--- src/hdl/epmb_pkg.sv ---
package epmb_pkg;
  // clock and machine cycle
  localparam int unsigned CLOCK_HZ = 100000000;
  localparam int unsigned CLKS_PER_MC = 4;
  localparam logic [1:0] PH_LAST = 2'h3;
  // reset qualification
  localparam int unsigned RST_MC = 2;
  localparam logic [3:0] RST_CLKS = 4'h8;
  // internal program region
  localparam int unsigned INT_ROM_BYTES = 32768;
  // stretch limits for data moves
  localparam logic [3:0] STRETCH_MIN = 4'h2;
  localparam logic [3:0] STRETCH_MAX = 4'h9;
  localparam logic [3:0] STRETCH_RST = 4'h2;

  typedef enum logic [1:0] {
    EPMB_IDLE = 2'b00,
    EPMB_ADDR = 2'b01,
    EPMB_DATA = 2'b11,
    EPMB_DONE = 2'b10
  } epmb_state_type;

  // request from the core
  typedef struct packed {
    logic valid;
    logic code_read;
    logic data_move;
    logic [15:0] addr;
  } epmb_req_type;

  // bus pins
  typedef struct packed {
    logic addr_latch_strobe;
    logic program_store_strobe_n;
    logic [7:0] low_out;
    logic low_oe_n;
    logic [7:0] high_addr;
  } epmb_pins_type;
endpackage

--- src/hdl/epmb_bus.sv ---
`timescale 1ns/1ps
// Summary of operation
// - select input low forces external fetches; high uses internal program memory below 32 KB
// - select high, non-data access below 32 KB: nothing driven onto bus
// - program store strobe asserted for external fetches and code reads
// - internal fetches and code reads produce no program store strobe
// - address latch strobe lets external latch capture low address byte
// - reset pin high two machine cycles while clock runs resets device
// - each machine cycle is four clocks; bus timing follows it
// - low address byte and data share the low port in time
// - upper address byte driven on the second port
// - data move length programmable from two to nine machine cycles
module epmb_bus (
  // clock and reset
  input wire logic i_clock,
  input wire logic i_arst_n,
  // pins from outside
  input wire logic i_reset_pin,
  input wire logic i_external_access_select_n,
  input wire logic [7:0] i_low_in,
  // core side
  input wire epmb_pkg::epmb_req_type i_req,
  input wire logic [7:0] i_wdata,
  input wire logic [3:0] i_stretch,
  output logic o_busy,
  output logic o_done,
  output logic o_internal,
  output logic [7:0] o_rdata,
  output logic o_reset,
  // bus pins
  output epmb_pkg::epmb_pins_type o_pins
);
  typedef struct packed {
    logic [1:0] sel_sync;
    logic [1:0] rst_sync;
    logic [3:0] rst_cnt;
    logic reset;
    logic [1:0] phase;
    epmb_pkg::epmb_state_type state;
    logic [3:0] mc_left;
    logic is_data;
    logic busy;
    logic done;
    logic internal;
    logic [7:0] low_sync1;
    logic [7:0] low_sync2;
    logic [7:0] rdata;
    logic [7:0] wdata;
    logic [15:0] addr;
    epmb_pkg::epmb_pins_type pins;
  } epmb_reg_type;

  epmb_reg_type r_q;
  epmb_reg_type r_d;
  logic mc_end;
  logic go_internal;
  logic [3:0] len;

  if (epmb_pkg::CLKS_PER_MC != 4) begin
    $error("machine cycle must be four clocks");
  end

  assign mc_end = (r_q.phase == epmb_pkg::PH_LAST);
  assign go_internal = r_q.sel_sync[1] && !i_req.data_move &&
                       (i_req.addr < 16'(epmb_pkg::INT_ROM_BYTES));
  assign len = (i_stretch < epmb_pkg::STRETCH_MIN) ? epmb_pkg::STRETCH_MIN :
               (i_stretch > epmb_pkg::STRETCH_MAX) ? epmb_pkg::STRETCH_MAX : i_stretch;

  always_comb begin
    r_d = r_q;
    r_d.sel_sync = {r_q.sel_sync[0], i_external_access_select_n};
    r_d.rst_sync = {r_q.rst_sync[0], i_reset_pin};
    r_d.low_sync1 = i_low_in;
    r_d.low_sync2 = r_q.low_sync1;
    r_d.done = 1'b0;
    r_d.phase = r_q.phase + 2'h1;
    if (!r_q.rst_sync[1]) begin
      r_d.rst_cnt = 4'h0;
      r_d.reset = 1'b0;
    end else if (r_q.rst_cnt < epmb_pkg::RST_CLKS) begin
      r_d.rst_cnt = r_q.rst_cnt + 4'h1;
    end else begin
      r_d.reset = 1'b1;
    end
    if (r_q.reset) begin
      r_d.state = epmb_pkg::EPMB_IDLE;
      r_d.busy = 1'b0;
      r_d.pins.addr_latch_strobe = 1'b0;
      r_d.pins.program_store_strobe_n = 1'b1;
      r_d.pins.low_oe_n = 1'b1;
    end else begin
      unique case (r_q.state)
        epmb_pkg::EPMB_IDLE: begin
          if (i_req.valid && mc_end) begin
            r_d.busy = 1'b1;
            r_d.addr = i_req.addr;
            r_d.wdata = i_wdata;
            r_d.is_data = i_req.data_move;
            r_d.internal = go_internal;
            r_d.mc_left = i_req.data_move ? len - 4'h1 : 4'h0;
            r_d.state = epmb_pkg::EPMB_ADDR;
            if (!go_internal) begin
              r_d.pins.addr_latch_strobe = 1'b1;
              r_d.pins.low_out = i_req.addr[7:0];
              r_d.pins.low_oe_n = 1'b0;
              r_d.pins.high_addr = i_req.addr[15:8];
            end
          end
        end
        epmb_pkg::EPMB_ADDR: begin
          if (r_q.phase == 2'h1) begin
            // strobe falls while address still driven
            r_d.pins.addr_latch_strobe = 1'b0;
          end
          if (r_q.phase == 2'h2 && !r_q.internal) begin
            r_d.pins.program_store_strobe_n = r_q.is_data;
            r_d.pins.low_out = r_q.wdata;
            r_d.pins.low_oe_n = !r_q.is_data;
          end
          if (mc_end) begin
            r_d.state = (r_q.mc_left == 4'h0) ? epmb_pkg::EPMB_DONE : epmb_pkg::EPMB_DATA;
          end
        end
        epmb_pkg::EPMB_DATA: begin
          if (mc_end) begin
            r_d.mc_left = r_q.mc_left - 4'h1;
            if (r_q.mc_left == 4'h1) begin
              r_d.state = epmb_pkg::EPMB_DONE;
            end
          end
        end
        epmb_pkg::EPMB_DONE: begin
          // strobe kept two more clocks so the port synchroniser holds the byte
          if (r_q.phase == 2'h1) begin
            r_d.rdata = r_q.low_sync2;
            r_d.pins.program_store_strobe_n = 1'b1;
            r_d.pins.low_oe_n = 1'b1;
            r_d.busy = 1'b0;
            r_d.done = 1'b1;
            r_d.state = epmb_pkg::EPMB_IDLE;
          end
        end
      endcase
    end
  end

  always_ff @(posedge i_clock or negedge i_arst_n) begin
    if (!i_arst_n) begin
      r_q <= '0;
      r_q.sel_sync <= 2'h3;
      r_q.pins.program_store_strobe_n <= 1'b1;
      r_q.pins.low_oe_n <= 1'b1;
    end else begin
      r_q <= r_d;
    end
  end

  assign o_busy = r_q.busy;
  assign o_done = r_q.done;
  assign o_internal = r_q.internal;
  assign o_rdata = r_q.rdata;
  assign o_reset = r_q.reset;
  assign o_pins = r_q.pins;

  AST_NO_STROBE_INTERNAL: assert property (@(posedge i_clock) disable iff (!i_arst_n)
    (r_q.state != epmb_pkg::EPMB_IDLE && r_q.internal) |-> r_q.pins.program_store_strobe_n)
    else $error("strobe on internal access");
  AST_QUIET_INTERNAL: assert property (@(posedge i_clock) disable iff (!i_arst_n)
    (r_q.state != epmb_pkg::EPMB_IDLE && r_q.internal) |->
    (r_q.pins.low_oe_n && !r_q.pins.addr_latch_strobe))
    else $error("bus driven on internal access");
  AST_SELECT_LOW_EXT: assert property (@(posedge i_clock) disable iff (!i_arst_n)
    (r_q.state == epmb_pkg::EPMB_IDLE && i_req.valid && mc_end && !r_q.sel_sync[1] && !r_q.reset)
    |=> (!r_q.internal && r_q.pins.addr_latch_strobe))
    else $error("select low fetch not external");
  // latch strobe two clocks wide then falls
  AST_ALE_PULSE: assert property (@(posedge i_clock) disable iff (!i_arst_n)
    $rose(r_q.pins.addr_latch_strobe) |=>
    r_q.pins.addr_latch_strobe ##1 !r_q.pins.addr_latch_strobe)
    else $error("latch strobe width wrong");
  // code fetch strobes three clocks after latch strobe rises
  AST_PROGRAM_STORE_STROBE_AFTER_ALE: assert property (@(posedge i_clock) disable iff (!i_arst_n)
    ($rose(r_q.pins.addr_latch_strobe) && !r_q.is_data && !r_q.reset) |=> ##2
    !r_q.pins.program_store_strobe_n)
    else $error("program store strobe missing");
  AST_HIGH_ADDR: assert property (@(posedge i_clock) disable iff (!i_arst_n)
    (r_q.busy && !r_q.internal && r_q.state != epmb_pkg::EPMB_ADDR) |->
    (r_q.pins.high_addr == r_q.addr[15:8]))
    else $error("upper address not held");
  // phase advances by one each clock
  AST_PHASE: assert property (@(posedge i_clock) disable iff (!i_arst_n)
    mc_end |=> (r_q.phase == 2'h0) ##3 mc_end)
    else $error("machine cycle not four clocks");
  AST_RESET_QUAL: assert property (@(posedge i_clock) disable iff (!i_arst_n)
    (!r_q.rst_sync[1] ##1 r_q.rst_sync[1] [*8] ##1 r_q.rst_sync[1]) |=> r_q.reset)
    else $error("reset not entered");
  // low address byte on low port as latch strobe rises
  AST_LOW_ADDR: assert property (@(posedge i_clock) disable iff (!i_arst_n)
    $rose(r_q.pins.addr_latch_strobe) |-> (r_q.pins.low_out == r_q.addr[7:0]))
    else $error("low address missing");
  // strobe and port released when the access ends
  AST_STROBE_END: assert property (@(posedge i_clock) disable iff (!i_arst_n)
    r_q.done |-> (r_q.pins.program_store_strobe_n && r_q.pins.low_oe_n))
    else $error("bus not released at end of access");

  COV_EXT_FETCH: cover property (@(posedge i_clock) disable iff (!i_arst_n)
    $fell(r_q.pins.program_store_strobe_n));
  COV_INT_FETCH: cover property (@(posedge i_clock) disable iff (!i_arst_n)
    r_q.done && r_q.internal);
  COV_DATA_MOVE: cover property (@(posedge i_clock) disable iff (!i_arst_n)
    r_q.done && r_q.is_data);
  COV_RESET: cover property (@(posedge i_clock) disable iff (!i_arst_n) $rose(r_q.reset));
endmodule

--- config.mk ---
export PLATFORM = sky130hd
export DESIGN_NAME = epmb_bus
export DESIGN_NICKNAME = d
export VERILOG_FILES = /design/src/hdl/epmb_pkg.sv /design/src/hdl/epmb_bus.sv
export SDC_FILE = /design/constraint.sdc
export NUM_CORES = 1
export LEC_CHECK = 0
export ABC_CLOCK_PERIOD_IN_PS = 2100
export BUFFER_PORTS_ARGS = -buffer_cell sky130_fd_sc_hd__buf_4
export CAP_MARGIN = 25
export CORE_MARGIN = 2
export CORE_UTILIZATION = 40
export DETAILED_ROUTE_END_ITERATION = 8
export GPL_TIMING_DRIVEN = 0
export PLACE_DENSITY_LB_ADDON = 0.2
export SLEW_MARGIN = 15
export SYNTH_ARGS = -nofsm -noshare
export SYNTH_HDL_FRONTEND = slang
export SYNTH_SLANG_ARGS = --single-unit
--- constraint.sdc ---
create_clock -name i_clock -period 2.1 [get_ports i_clock]
set_input_delay 0.42 -clock i_clock [delete_from_list [all_inputs] [get_ports i_clock]]
set_output_delay 0.42 -clock i_clock [all_outputs]
set_load 0.02 [all_outputs]
# [After elaboration in Yosys (flattened, before gate mapping)]
# Index checks and enable logic that the tools add are counted.
[word_totals] reg_bits=72 inputBits=43 word_cells=111 output_inout_bits=31
[op_classes] magnitude_cmp=4 addsub=4 mux=35 reduce_logical=25 eq_ne=21 bitwise=2
[ops] operator="17-bit 2-to-1 mux" n=2
[ops] operator="3-bit inequality test, second input constant" n=8
[ops] operator="16-bit < comparator, second input constant" n=1
[ops] operator="4-bit 2-to-1 mux" n=4
[ops] operator="8-bit case mux with 2 select lines" n=1
[ops] operator="5-bit AND reduction" n=3
[ops] operator="2-bit 2-to-1 mux" n=7
[ops] operator="3-bit AND reduction" n=4
[ops] operator="4-bit AND reduction" n=3
[ops] operator="1-bit 2-to-1 mux" n=11
[ops] operator="10-bit 2-to-1 mux" n=1
[ops] operator="2-bit inequality test, second input constant" n=5
[ops] operator="3-bit nonzero test" n=3
[ops] operator="2-bit == test, second input constant" n=4
[ops] operator="8-bit 2-to-1 mux" n=1
[ops] operator="2-bit case mux with 4 select lines" n=1
[ops] operator="4-bit case mux with 2 select lines" n=1
[ops] operator="4-bit by 1-bit subtractor with 4-bit output, second input constant" n=2
[ops] operator="6-bit 2-to-1 mux" n=1
[ops] operator="1-bit case mux with 2 select lines" n=3
[ops] operator="5-bit 2-to-1 mux" n=1
[ops] operator="4-bit by 1-bit adder with 4-bit output, second input constant" n=1
[ops] operator="2-bit by 1-bit == test with 1-bit output, second input constant" n=2
[ops] operator="4-bit by 1-bit == test with 1-bit output, second input constant" n=1
[ops] operator="13 further kinds" n=20

# [Depth between registers and ports, before layout]
# Gate-level depths: netlist (run 1).
[logic_depth] ltp_word=8 mapped_depth=8 ltp_nobuf=7

# [Worst setup path after synthesis (run 1)]
# OpenSTA, ideal clock, no wires.
[synth_path] path_kind="register to register" startpoint="reg r_q[75] (netlist name)" endpoint="reg r_q, in the netlist o_pins[0]" period_less_slack_ps=1879 path_stages_with_launch=8 n_path_buf=1 t_required_ps=1975 setup_ps=125 slack_ps=221 arrival_time_ps=1754 path_cell_list="dfrtp_1 > inv_1 > ha_1 > inv_2 > or3_1 > buf_6 > nor2_8 > mux2_2"
[synth_via] elab_chain_len=2
[synth_lines] element="start: declaration" line_no="epmb_bus.sv:53" rtl="epmb_reg_type r_q;"
[synth_lines] element="start signal: assignment" line_no="epmb_bus.sv:154" rtl="r_q <= r_d;"
[synth_lines] element="2-bit logical NOT" line_no="epmb_bus.sv:92" rtl="unique case (r_q.state)"
[synth_lines] element="4-bit AND reduction (no line)"
# No other way between the ends.
# A chain may end at the register's enable or synchronous reset.

# [Final worst setup path (run 1)]
[layout_path] startpoint="reg r_q[75] (netlist name)" endpoint="reg r_q, in the netlist o_pins[2]"
# Same word-level chain as after synthesis.

==> run_results.csv, run 1 <==
group,metric,value,unit
outcome,status,"finished clean",
yosys,synth.distinct_cells,47,
worst_setup_path,path_buf_inv,3,
timing,rsz0062_at_grt,"false",
yosys,yosysTopAreaCell,"dfrtp_1",
yosys,yosysWarnings,0,
flow_run,cap_viol_max_count,0,
worst_setup_path,crit_chain,"inv_1 > ha_2 > inv_2 > or3_1 > buf_6 > nor2_8 > mux2_2",
power,leakagePower,2.05,nW
global_routing,track_usage,0.146,
clocking,cts_tree,"done",
timing,finalHoldViolCount,0,
placement,placedInstanceArea,3930,sq um
power,peakVddDrop,0.000565,V
floorplan,die-area,8890,sq um
layout,drive_gt1_frac,0.448,
layout,stdcell_count,457,
layout,nFillCells,686,
yosys,ys_top_cells_by_area,"dfrtp_1, mux2_2, buf_4",
timing,maxSlewHeadroom,0.400,
worst_setup_path,cp_max_fo,7,
worst_setup_path,critPathTopFamily,"simple AND/OR/NAND/NOR gates",
timing,tightest_slew,0.901,ns
floorplan,rows,32,
layout,num_antenna_cells,0,
route,viasPerCell,4.64,
timing,finalSetupTns,0,ns
route,ant_nets,0,
worst_setup_path,crit_type,"reg -> reg",
yosys,syn_inst,267,
worst_setup_path,crit_path_top_delay_cell,"dfrtp_1",
timing,setup_viol,0,
timing,post-route-period-util,0.971,
route,drc,0,
placement,numPortBuffers,72,
worst_setup_path,start_kind,"register",
yosys,synth_top_area_share,0.522,
power,p_per_area,1370,nW/um^2
route,drt-initial-drc-count,92,
global_routing,antenna_found_initial,0,
floorplan,initial_core_util,0.418,
layout,final_common_cell,"buf_4",
layout,final_area,4150,sq um
route,wire_per_inst,13.0,microns
route,routed_wl,5950,microns
clocking,cts_root_buf,"clkbuf_8",
floorplan,core_region_area,7810,sq um
power,power.total,5.68,mW
timing,skew,0.0117,ns
worst_hold_path,min_path_type,"in -> reg",
clocking,clk_path_buf_depth,2,
floorplan,die_x,94.3,microns
route,first_pass_iters,4,
worst_setup_path,cp.required,2.34,ns
yosys,ys_ff_latch,72,
clocking,htree_levels,3,
floorplan,die-height,94.3,microns
clocking,clock_latency,0.35,ns
placement,place.gp.congestion,0.840,
worst_setup_path,critical_path_arrival,2.27,ns
global_routing,grt_pass1_vias,2048,
global_routing,grt_start_max_net_pins,73,
yosys,synth_ff_type,"dfrtp_1",
placement,place_inst,441,
yosys,ys_seq_area_frac,0.554,
clocking,cts_buffers,9,
floorplan,ioPinCount,74,
yosys,synth_area,3260,sq um
clocking,cts.sinks,72,
yosys,synth.net_count,321,
worst_setup_path,end_kind,"register",
placement,dpl.hpwl,4140,microns
clocking,cts_setup_buffers,0,
timing,finalCriticalPeriod,2.04,ns
worst_setup_path,critPathMaxStageDelay,0.44,ns
layout,final_cell_mix,"buf_4, dfrtp_1, nand2_1",
yosys,synthArstFlopShare,1.00,
yosys,postSynthAreaPerCell,12.2,sq um
layout,final_nets,404,
layout,syn2layout_area_growth,27.3,%
global_routing,grt_pass1_wl,9830,microns
layout,post-route-util,0.532,
yosys,synth_edf_count,0,
global_routing,grt-ovfl-total,0,
timing,fmax,490,MHz
clocking,clk_pin_slew,0.08,ns
timing,slew_viol_final,0,
route,num_vias,2122,
-- registers in the layout, summed over array words and instances (netlist names) --
signal and flops:
r_q 31, o_pins 19, r_d 10, o_rdata 8, o_busy 1, o_done 1, o_internal 1, o_reset 1
-- worst register-to-register path, cell delays in order, from the launching register on --
cell and delay (ns):
dfrtp_1 0.44, inv_1 0.13, ha_2 0.25, inv_2 0.07
or3_1 0.36, buf_6 0.15, nor2_8 0.17, mux2_2 0.36
-- where the power goes --
part | switching, mW | internal, mW
clock | 0.523 | 0.675
combinational | 1.14 | 1.28
sequential | 0.236 | 1.83
total | 1.90 | 3.78
-- synthesized netlist by cell type, drive strengths merged (2+ instances only) --
library cell / n
a21o: 2
nor2b: 5
nand3b: 2
buf: 30
inv: 12
nand2: 31
a21oi: 7
nand3: 2
o21ai: 8
or3: 2
and2: 4
mux2: 29
o22ai: 2
a22o: 8
o2bb2ai: 2
ha: 11
nor2: 10
o31ai: 2
dfstp: 4
xnor2: 3
dfrtp: 68
nand2b: 5
-- repair_timing --
item,CTS,global route
hold buffers,0,0
setup endpoints to repair,0,7
gates resized for setup,0,1
-- layout make-up --
| type | count | area [sq um] | share of cell area |
|---|---|---|---|
| clock buffers | 10 | 128 | 0.0307 |
| inverters | 13 | 48.8 | 0.0118 |
| flip-flops and latches | 72 | 1810 | 0.435 |
| plain buffers | 31 | 234 | 0.0564 |
| clock inverters | 6 | 92.6 | 0.0223 |
| well taps | 102 | 128 | 0.0307 |
| repair buffers | 72 | 541 | 0.130 |
| multi-input cells | 151 | 1170 | 0.283 |
-- worst paths after layout --
kind | from | end | slack, ns | cells past startpoint
max | r_q[75] | o_pins[2] | 0.06 | 7
min | i_low_in[4] | r_d[55] | 0.18 | 1
max reg2reg | r_q[75] | o_pins[2] | 0.06 | 7
min reg2reg | r_d[57] | r_q[57] | 0.35 | 0
max in group asynchronous | i_arst_n | r_q[35] | 1.32 | 1
min in group asynchronous | i_arst_n | o_rdata[2] | 0.21 | 1
-- stage by stage --
stage	hold WS, ns	setup WS [ns]
after detailed placement	0.337	0.0275
after CTS	0.161	0.0183
final	0.177	0.0611
after floorplan	0.124	0.221
after global placement	0.333	0.0535
after global routing	0.148	0.00542
-- cell families (layout without fill, tap and decap cells) --
| family | count (synthesis) | in the layout | share of synthesized area |
|---|---|---|---|
| flip-flops | 72 | 72 | 0.554 |
| AND/OR/NAND/NOR | 65 | 65 | 0.106 |
| buffers and inverters | 44 | 132 | 0.0867 |
| AO/OA/AOI/OAI | 42 | 42 | 0.0917 |
| multiplexers | 30 | 30 | 0.111 |
| adder cells (fa/ha/maj) | 11 | 11 | 0.0422 |
| XOR/XNOR | 3 | 3 | 0.00806 |
-- per-layer routing --
layer  vias to the layer above  GRT usage  part of all wire
met5                         -          0                 0
met4                         0     0.0507             0.016
met3                         8     0.0474             0.055
met2                        51      0.223              0.47
met1                      1008      0.197              0.46
li1                       1055          -                 -
Power figures use the tool's default switching activity.
==> inputs of run 2 (changes only) <==
--- a/config.mk
+++ b/config.mk
@@ -9,7 +9,7 @@
 export BUFFER_PORTS_ARGS = -buffer_cell sky130_fd_sc_hd__buf_4
 export CAP_MARGIN = 25
 export CORE_MARGIN = 2
-export CORE_UTILIZATION = 40
+export CORE_UTILIZATION = 54
 export DETAILED_ROUTE_END_ITERATION = 8
 export GPL_TIMING_DRIVEN = 0
 export PLACE_DENSITY_LB_ADDON = 0.2
==> run 2 against run 1 <==
  * Power fell by 1.7%
  * Flip-flop and latch count did not move
  * Sequential power barely moved
  * Clock skew barely moved
  * First-iteration DRC count rose by 15%
  * Wire length fell by 2.6%
  * Critical path depth did not move
  * Maximum frequency rose by 2.0%
  * Worst setup slack improved by 0.040 ns
  * Largest power group unchanged
  * Via count rose by 0.28%
==> run_results.csv, run 2 (same netlist as run 1, synthesis figures left out) <==
group,metric,value,unit
clocking,ctsHoldBuffers,0,
layout,nFillCells,430,
worst_setup_path,regToRegSetupSlack,0.10,ns
layout,num_antenna_cells,0,
worst_hold_path,min_path_type,"in -> async",
layout,final_cell_mix,"buf_4, dfrtp_1, nand2_1",
layout,drive_gt1_frac,0.448,
layout,stdcell_count,430,
floorplan,core_region_area,5890,sq um
worst_setup_path,start_kind,"register",
floorplan,initial_core_util,0.554,
floorplan,die-height,81.7,microns
timing,skew,0.0119,ns
route,wire_per_inst,13.5,microns
global_routing,grt_pass1_vias,1976,
placement,place.gp.congestion,0.848,
route,viasPerCell,4.95,
layout,final_nets,404,
worst_setup_path,end_kind,"register",
clocking,cts.sinks,72,
timing,setup_viol,0,
layout,top_register,"r_q",
route,routed_wl,5800,microns
floorplan,rows,28,
placement,numPortBuffers,72,
clocking,clock_latency,0.35,ns
worst_setup_path,critical_path_arrival,2.23,ns
clocking,htree_levels,3,
floorplan,die-area,6680,sq um
clocking,clk_pin_slew,0.08,ns
route,first_pass_iters,5,
placement,place_inst,414,
timing,finalHoldViolCount,0,
power,power.total,5.59,mW
global_routing,grt-ovfl-total,0,
worst_setup_path,crit_type,"reg -> reg",
flow_run,cap_viol_max_count,0,
route,num_vias,2128,
worst_setup_path,rr_startpoint,"r_q[75]",
global_routing,met2_usage,0.275,
power,p_clk_frac,0.196,
timing,fmax,500,MHz
global_routing,grt_pass1_wl,9090,microns
power,p_int,3.69,mW
timing,maxSlewHeadroom,0.403,
power,leakagePower,2.04,nW
route,drt-initial-drc-count,106,
layout,largest_reg_flops,31,
timing,rsz0062_at_grt,"false",
timing,post-route-period-util,0.952,
clocking,cts_root_buf,"clkbuf_8",
worst_setup_path,cp.required,2.33,ns
worst_setup_path,reg2regPathDepth,7,
layout,syn2layout_area_growth,25.7,%
timing,tightest_slew,0.896,ns
timing,holdWs,0.171,ns
layout,final_common_cell,"buf_4",
worst_setup_path,cp_max_fo,7,
placement,dpl.hpwl,4070,microns
outcome,status,"finished clean",
placement,placedInstanceArea,3890,sq um
layout,register_area,1810,sq um
global_routing,met3_usage,0.0538,
global_routing,grt_busiest_layer,"met2",
power,p_seq_frac,0.371,
global_routing,track_usage,0.184,
worst_setup_path,r2r-end,"o_pins[3]",
timing,finalSetupTns,0,ns
timing,slew_viol_final,0,
clocking,cts_buffers,9,
power,combPwrFrac,0.433,
clocking,clk_path_buf_depth,2,
power,p_per_area,1360,nW/um^2
clocking,cts_tree,"done",
layout,final_area,4100,sq um
floorplan,ioPinCount,74,
timing,finalCriticalPeriod,2.00,ns
global_routing,grtUsageMet1,0.249,
layout,multiInputGateArea,1170,sq um
global_routing,grt_start_max_net_pins,73,
route,drc,0,
power,swShare,0.339,
route,ant_nets,0,
global_routing,antenna_found_initial,0,
floorplan,die_x,81.7,microns
power,p_switching,1.89,mW
power,peakVddDrop,0.000984,V
## run 2: critical path, cell delays in order (launching register included)
cell	delay (ns)
dfrtp_2	0.44
inv_1	0.11
ha_2	0.24
inv_2	0.07
or3_1	0.36
buf_6	0.15
nor2_8	0.16
mux2_2	0.35
## run 2: power groups by stage
stage | logic [mW] | clock network [mW] | registers [mW]
2_1_floorplan | 1.73 | 0 | 2.04
3_3_place_gp | 2.38 | 0 | 2.07
3_5_place_dp | 2.42 | 0 | 2.10
4_1_cts | 2.44 | 1.12 | 2.07
5_1_grt | 2.66 | 1.18 | 2.12
6_report | 2.42 | 1.09 | 2.07
## run 2: how the worst max path moves through the flow
stage / from / to / cells past startpoint
2_1_floorplan: r_q[75] / o_pins[0] / 7
3_3_place_gp: r_q[75] / o_pins[1] / 7
3_5_place_dp: r_q[75] / o_pins[0] / 7
4_1_cts: r_q[75] / o_pins[3] / 7
5_1_grt: r_q[75] / o_pins[3] / 7
6_report: r_q[75] / o_pins[3] / 7
## run 2: stage by stage
stage,setup WS (ns),utilization
after floorplan,0.221,-
after global placement,0.0626,0.662
after detailed placement,0.0511,0.662
after CTS,0.0390,0.696
after global routing,0.0126,0.696
final,0.102,0.696
## run 2: layer usage
layer	routed length (microns)	vias to the layer above
li1	-	1056
met1	2660	1003
met2	2750	58
met3	295	11
met4	88	0
met5	0	-
## run 2: cell type report
type,instances,share of cell area
sequential,72,0.441
multi-input combinational,151,0.286
timing repair buffer,72,0.132
buffer,31,0.0571
clock buffer,12,0.0354
tap,75,0.0229
clock inverter,4,0.0134
inverter,13,0.0119
## run 2: repair_timing
item | in CTS | in global routing
setup endpoints to repair | 0 | 7
resized for setup | 0 | 2
buffers inserted | 0 | 0
